**src/dso_pkg.sv**
```systemverilog
// package: codes, register map and status-bus layout of the selector
package dso_pkg;

    // selection codes
    localparam logic [4:0] SEL_LOST_CMD  = 5'h0d;
    localparam logic [4:0] SEL_RUN       = 5'h0e;
    localparam logic [4:0] SEL_STOP      = 5'h0f;
    localparam logic [4:0] SEL_STEADY    = 5'h10;
    localparam logic [4:0] SEL_INV_LINE  = 5'h11;
    localparam logic [4:0] SEL_COMM_LINE = 5'h12;
    localparam logic [4:0] SEL_SEARCH    = 5'h13;
    localparam logic [4:0] SEL_STEP_PLS  = 5'h14;
    localparam logic [4:0] SEL_SEQ_PLS   = 5'h15;
    localparam logic [4:0] SEL_READY     = 5'h16;
    localparam logic [4:0] SEL_TRAVERSE_ACCEL_REACHED   = 5'h17;
    localparam logic [4:0] SEL_TRV_DEC   = 5'h18;
    localparam logic [4:0] SEL_RST       = 5'h00;

    // register byte offsets
    localparam logic [11:0] OFS_SEL    = 12'h000;
    localparam logic [11:0] OFS_STATUS = 12'h004;
    localparam logic [11:0] OFS_IRQ_ST = 12'h008;
    localparam logic [11:0] OFS_IRQ_EN = 12'h00c;
    localparam logic [11:0] OFS_IRQ_CL = 12'h010;

    // pulse stretch length for step / sequence pulses, in cycles
    localparam int PULSE_NS  = 100000;
    localparam int CLK_NS    = 25;
    localparam int PULSE_CYC = PULSE_NS / CLK_NS;

    // interrupt status bit positions
    localparam int IRQ_STEP = 0;
    localparam int IRQ_SEQ  = 1;
    localparam int IRQ_RISE = 2;
    localparam int IRQ_W    = 3;

    typedef struct packed {
        logic analog_lost;
        logic comm_lost;
        logic ext_lost;
        logic run_cmd;
        logic volt_out;
        logic dc_brake;
        logic accel;
        logic decel;
        logic inv_line;
        logic exchange_in;
        logic searching;
        logic step_done;
        logic seq_done;
        logic standby;
        logic traverse;
        logic traverse_accel_reached;
        logic traverse_decel_reached;
    } dso_status_s;

endpackage

```
**src/dso_pulse.sv**
```systemverilog
// pulse stretcher: widens a one-cycle event into a visible output pulse
`timescale 1ns/1ps
module dso_pulse
    import dso_pkg::*;
#(
    parameter int WIDTH = PULSE_CYC
) (
    input  wire logic pclk,
    input  wire logic presetn,
    input  wire logic trig,
    output logic      pulse
);
    localparam int CW = $clog2(WIDTH + 1);
    logic [CW-1:0] cnt_q;
    logic [CW-1:0] cnt_d;
    wire           busy = (cnt_q != '0);

    assign cnt_d = trig ? CW'(WIDTH) : (busy ? cnt_q - 1'b1 : cnt_q);
    assign pulse = busy;

    always_ff @(posedge pclk or negedge presetn) begin
        if (!presetn) begin
            cnt_q <= '0;
        end else begin
            cnt_q <= cnt_d;
        end
    end
endmodule // dso_pulse

```
**src/dso_apb_regs.sv**
```systemverilog
// apb slave: selection, status, interrupt registers
`timescale 1ns/1ps
module dso_apb_regs
    import dso_pkg::*;
(
    input  wire logic             pclk,
    input  wire logic             presetn,
    input  wire logic             psel,
    input  wire logic             penable,
    input  wire logic             pwrite,
    input  wire logic [11:0]      paddr,
    input  wire logic [31:0]      pwdata,
    output logic      [31:0]      prdata,
    output logic                  pready,
    output logic                  pslverr,
    input  wire logic [IRQ_W-1:0] irq_evt,
    input  wire logic             out_level,
    output logic      [4:0]       sel,
    output logic                  irq
);
    logic [4:0]       sel_q;
    logic [IRQ_W-1:0] ist_q;
    logic [IRQ_W-1:0] ien_q;
    logic             irq_q;
    logic [31:0]      rdat_q;
    logic             rdy_q;
    logic             err_q;

    // ------------------------------------------------------------
    // decode
    // ------------------------------------------------------------
    wire acc    = psel & penable;
    wire first  = acc & ~rdy_q;
    wire wr     = acc & rdy_q & pwrite;
    wire hit_se = (paddr == OFS_SEL);
    wire hit_st = (paddr == OFS_STATUS);
    wire hit_is = (paddr == OFS_IRQ_ST);
    wire hit_ie = (paddr == OFS_IRQ_EN);
    wire hit_ic = (paddr == OFS_IRQ_CL);
    wire mapped = hit_se | hit_st | hit_is | hit_ie | hit_ic;
    wire [IRQ_W-1:0] clr = (wr & hit_ic) ? pwdata[IRQ_W-1:0] : '0;
    wire [31:0] rdat = hit_se ? {27'h0, sel_q} :
                       hit_st ? {31'h0, out_level} :
                       hit_is ? {29'h0, ist_q} :
                       hit_ie ? {29'h0, ien_q} : 32'h0;

    assign prdata  = rdat_q;
    assign pready  = rdy_q;
    assign pslverr = err_q;
    assign sel     = sel_q;
    assign irq     = irq_q;

    // ------------------------------------------------------------
    // registers
    // ------------------------------------------------------------
    always_ff @(posedge pclk or negedge presetn) begin
        if (!presetn) begin
            sel_q <= SEL_RST;
            ist_q <= '0;
            ien_q <= '0;
            irq_q <= 1'b0;
            rdat_q <= 32'h0;
            rdy_q <= 1'b0;
            err_q <= 1'b0;
        end else begin
            rdy_q <= first;
            err_q <= first & ~mapped;
            if (first) rdat_q <= rdat;
            if (wr & hit_se) sel_q <= pwdata[4:0];
            if (wr & hit_ie) ien_q <= pwdata[IRQ_W-1:0];
            ist_q <= (ist_q & ~clr) | irq_evt;
            irq_q <= |(((ist_q & ~clr) | irq_evt) & ien_q);
        end
    end
endmodule // dso_apb_regs

```
**src/dso_selector.sv**
```systemverilog
// top: status output selector of the drive
`timescale 1ns/1ps
module dso_selector
    import dso_pkg::*;
#(
    parameter int PULSE_W = PULSE_CYC
) (
    input  wire logic        pclk,
    input  wire logic        presetn,
    input  wire logic        psel,
    input  wire logic        penable,
    input  wire logic        pwrite,
    input  wire logic [11:0] paddr,
    input  wire logic [31:0] pwdata,
    output logic      [31:0] prdata,
    output logic             pready,
    output logic             pslverr,
    input  dso_status_s      stat,
    output logic             status_out,
    output logic             irq
);
    logic [4:0]       sel;
    logic             step_pls;
    logic             seq_pls;
    logic             out_q;
    logic             out_d;
    logic [IRQ_W-1:0] evt;

    // ------------------------------------------------------------
    // event pulses
    // ------------------------------------------------------------
    dso_pulse #(.WIDTH(PULSE_W)) u_step (
        .pclk    (pclk),
        .presetn (presetn),
        .trig    (stat.step_done),
        .pulse   (step_pls)
    );
    dso_pulse #(.WIDTH(PULSE_W)) u_seq (
        .pclk    (pclk),
        .presetn (presetn),
        .trig    (stat.seq_done),
        .pulse   (seq_pls)
    );

    // ------------------------------------------------------------
    // condition selection
    // ------------------------------------------------------------
    wire c_lost  = stat.ext_lost | stat.analog_lost | stat.comm_lost;
    wire c_run   = stat.run_cmd & stat.volt_out & ~stat.dc_brake;
    wire c_stop  = ~stat.run_cmd & ~stat.volt_out;
    wire c_stdy  = stat.volt_out & ~stat.accel & ~stat.decel;
    wire c_tacc  = stat.traverse & stat.traverse_accel_reached;
    wire c_tdec  = stat.traverse & stat.traverse_decel_reached;

    always_comb begin
        unique case (sel)
            SEL_LOST_CMD:  out_d = c_lost;
            SEL_RUN:       out_d = c_run;
            SEL_STOP:      out_d = c_stop;
            SEL_STEADY:    out_d = c_stdy;
            SEL_INV_LINE:  out_d = stat.inv_line;
            SEL_COMM_LINE: out_d = stat.exchange_in;
            SEL_SEARCH:    out_d = stat.searching;
            SEL_STEP_PLS:  out_d = step_pls;
            SEL_SEQ_PLS:   out_d = seq_pls;
            SEL_READY:     out_d = stat.standby;
            SEL_TRAVERSE_ACCEL_REACHED:   out_d = c_tacc;
            SEL_TRV_DEC:   out_d = c_tdec;
            default:       out_d = 1'b0;
        endcase
    end

    assign evt[IRQ_STEP] = stat.step_done;
    assign evt[IRQ_SEQ]  = stat.seq_done;
    assign evt[IRQ_RISE] = out_d & ~out_q;

    always_ff @(posedge pclk or negedge presetn) begin
        if (!presetn) begin
            out_q <= 1'b0;
        end else begin
            out_q <= out_d;
        end
    end

    assign status_out = out_q;

    // ------------------------------------------------------------
    // register file
    // ------------------------------------------------------------
    dso_apb_regs u_regs (
        .pclk      (pclk),
        .presetn   (presetn),
        .psel      (psel),
        .penable   (penable),
        .pwrite    (pwrite),
        .paddr     (paddr),
        .pwdata    (pwdata),
        .prdata    (prdata),
        .pready    (pready),
        .pslverr   (pslverr),
        .irq_evt   (evt),
        .out_level (out_q),
        .sel       (sel),
        .irq       (irq)
    );
endmodule // dso_selector

```
**config.mk**
```make
export PLATFORM = sky130hd
export DESIGN_NAME = dso_selector
export DESIGN_NICKNAME = d
export VERILOG_FILES = /design/src/dso_pkg.sv /design/src/dso_pulse.sv /design/src/dso_apb_regs.sv /design/src/dso_selector.sv
export SDC_FILE = /design/constraint.sdc
export NUM_CORES = 1
export LEC_CHECK = 0
export BUFFER_PORTS_ARGS = -buffer_cell sky130_fd_sc_hd__buf_4
export CORE_MARGIN = 2
export CORE_UTILIZATION = 29
export DETAILED_ROUTE_END_ITERATION = 16
export REMOVE_ABC_BUFFERS = 1
export SLEW_MARGIN = 10
export SYNTH_ARGS = -nofsm -noshare
export SYNTH_HDL_FRONTEND = slang
export SYNTH_SLANG_ARGS = --single-unit
```
**constraint.sdc**
```tcl
create_clock -name pclk -period 1.9 [get_ports pclk]
set_clock_uncertainty 0.2 [all_clocks]
set_input_delay 0.38 -clock pclk [delete_from_list [all_inputs] [get_ports pclk]]
set_output_delay 0.38 -clock pclk [all_outputs]
set_load 0.02 [all_outputs]
```
==> results_dict.tcl <==
set metrics [dict create \
    fin_nets 432 \
    synth_compound_area_share_pct 8.82 \
    violations "negative setup slack" \
    grt_pass1_wl_microns 9880 \
    final_max_slew_viol_count 0 \
    cp_top_family "simple AND/OR/NAND/NOR gates" \
    syn_to_final_growth_pct 41.5 \
    maxCapViolations 0 \
    fin_ws_ps -99.9 \
    antenna_found_initial 0 \
    numCtsBuffers 5 \
    synth_area_per_cell_sq_um 9.80 \
    synthAdderAreaFrac_pct 1.95 \
    wirelength_microns 6040 \
    synthMuxAreaShare_pct 5.46 \
    rsz0062_at_grt "yes" \
    ant_nets 0 \
    yosysUniqueCellTypes 52 \
    start_kind "register" \
    vias 2168 \
    yosysSeqAreaShare_pct 42.9 \
    gr-total-overflow 0 \
    synth_xor_area_share_pct 4.78 \
    fillCellCount 856 \
    yosys_warnings 0 \
    synth_top_family_by_area "simple AND/OR/NAND/NOR gates" \
    grt_pass1_vias 2168 \
    vias_per_cell 4.61 \
    synth-seq-cells 44 \
    final_common_cell "buf_4" \
    tritoncts "done" \
    synth-edff-count 0 \
    hold_class "in2reg" \
    dr.pass1.iters 4 \
    die_w_microns 98.1 \
    cp_max_fo 4 \
    status "finished, violations left" \
    synth-async-reset-ratio_pct 100 \
    hpwl_microns 4280 \
    cts.sinks 44 \
    setup.worst_path.class "reg2reg" \
    wl_per_cell_microns 12.9 \
    drtIter0Drc 93 \
    layout_common_cells "buf_4 (96), dfrtp_1 (43), conb_1 (27)" \
    syn-cell-area_sq_mm 0.00257 \
    die_y_microns 98.1 \
    worstPathRequired_ps 1890 \
    clockBufferDepth 2 \
    drc 0 \
    slew_headroom_pct 62.2 \
    crit_chain "or4_4, and3b_2, nor4_4, and2b_1, xnor2_1, nand2b_1" \
    cp-end-kind "register" \
    initial_utilization_pct 29.7 \
    drive_gt1_share_pct 41.2 \
    clock_latency_ps 300 \
    htree_levels 2 \
    critPathMaxStageDelay_ps 560 \
    regToRegEndpoint "u_seq.cnt_q[7]" \
    fmax_ghz 0.500 \
    whs_ps 107 \
    root_buffer "clkbuf_8" \
    leakagePower_nw 1.68 \
    arrival_ps 1990 \
    diodes 0 \
    rrSetupSlack_ps -100 \
    vdd_drop_max_v 0.000330 \
    gp_congestion 0.740 \
    power_mw 2.45 \
    postSynthCellCount 262 \
    power.density_mw_per_mm2 675 \
    grt_use_total_pct 12.5 \
    worstHoldStart "pwdata[3]" \
    dieArea_sq_mm 0.00962 \
    portBuffers 47 \
    synth-simple-area-share_pct 25.5 \
    finalCriticalPeriod_ps 2000 \
    cp_num_buf_inv 0 \
    fin_crit_sh_pct 105 \
    tightest_slew_ps 567 \
    ios 102 \
    hold_violations 0 \
    min_to "u_regs.sel[3]" \
    synth-main-ff-cell "dfrtp_1" \
    reg2reg_depth 6 \
    worstHoldPathCells 2 \
    slowest_stage "or4_4" \
    finalSetupViolCount 12 \
    design.core.area_sq_mm 0.00864 \
    clkTransAtPathRegs_ps 90 \
    finish.utilization_pct 42.1 \
    grt_start_max_net_pins 45 \
    r2r_start "u_seq.cnt_q[4]" \
    num_rows 34 \
    fin_tns_setup_ps -739 \
]
power by group:
| part | switching (mW) | total, mW | leakage, nW | internal, mW |
|---|---|---|---|---|
| Sequential | 0.0429 | 1.03 | 0.525 | 0.985 |
| Combinational | 0.280 | 0.578 | 1.09 | 0.298 |
| Clock | 0.329 | 0.847 | 0.0642 | 0.518 |
| Total | 0.652 | 2.45 | 1.68 | 1.80 |
layout make-up:
class,instances,area (sq um),area share [%]
Sequential cell,44,1100,30.3
Clock inverter,2,60.1,1.65
Tap cell,108,135,3.72
Clock buffer,5,68.8,1.89
Multi-Input combinational cell,200,1460,40.2
Timing Repair Buffer,100,764,21.0
Inverter,11,41.3,1.14
metrics by stage:
stage | cell area (sq um) | std cells | setup slack [ps]
after floorplan | 2440 | 255 | -92.1
after global placement | 3200 | 446 | -270
after detailed placement | 3200 | 446 | -312
after CTS | 3500 | 465 | -112
after global routing | 3630 | 470 | -222
final | 3630 | 470 | -99.9
metal layers:
layer	routed length, microns	global-route usage (%)	vias to the layer above
met2	3020	21.4	58
li1	-	-	1065
met5	0	0	-
met1	2720	16.1	1038
met3	216	1.93	7
met4	85	4.17	0
cells in the mapped netlist (3+ instances only):
| library cell | count | area share [%] |
|---|---|---|
| or3_1 | 4 | 0.97 |
| dfrtp_1 | 44 | 43 |
| ha_1 | 4 | 1.9 |
| inv_1 | 11 | 1.6 |
| a21oi_1 | 9 | 1.8 |
| nor2_1 | 19 | 2.8 |
| a31oi_1 | 3 | 0.73 |
| nand2b_1 | 15 | 3.7 |
| nor3_1 | 7 | 1.4 |
| o21ai_0 | 10 | 1.9 |
| mux2i_1 | 5 | 1.9 |
| nand2_1 | 20 | 2.9 |
| nor4_1 | 8 | 1.9 |
| xnor2_1 | 10 | 3.4 |
| clkbuf_1 | 5 | 0.73 |
| nand3_1 | 3 | 0.58 |
| buf_4 | 27 | 7.9 |
| xor2_1 | 4 | 1.4 |
| mux2_2 | 6 | 2.6 |
| nand4_1 | 3 | 0.73 |
sequential cells by signal, indices dropped and copies added, names as in the netlist:
signal,flops
u_regs.ien_q,3
u_regs.pslverr,1
u_regs.irq,1
u_regs.prdata,5
u_step.cnt_q,12
u_seq.cnt_q,12
status_out,1
u_regs.sel,5
u_regs.ist_q,3
u_regs.pready,1
worst reg2reg max path: cells and delay by family (launching register included):
| kind | cells | cell delay [ps] |
|---|---|---|
| XOR/XNOR | 1 | 150 |
| flip-flops | 1 | 390 |
| AND/OR/NAND/NOR | 5 | 1160 |
what timing repair did:
action,4_1_cts,5_1_grt
setup endpoints to repair,15,29
pin swaps,13,18
hold buffers,1,0
endpoints found under the hold margin,44,0
gates resized for setup,17,24
setup buffers,11,6
cells by family (layout without fill, tap and decap cells):
kind of cell               Yosys count  after routing
AOI/OAI and AO/OA                   37             37
other                                1             27
buffers and inverters               44            118
and+or+nand+nor                    106            106
DFF                                 44             44
xor gates and xnor gates            14             14
adders and majority gates            4              4
muxes                               12             12
worst max path at each step:
stage,startpoint,endpoint,slack (ps),depth (start not counted)
global placement,paddr[9],u_regs.sel[0],-270,5
global route,u_seq.cnt_q[4],u_seq.cnt_q[7],-220,6
detailed placement,paddr[5],u_regs.sel[1],-310,5
CTS,u_seq.cnt_q[3],u_seq.cnt_q[9],-110,6
floorplan,paddr[5],u_regs.prdata[0],-90,6
finish,u_seq.cnt_q[4],u_seq.cnt_q[7],-100,6
Power figures use the tool's default switching activity.
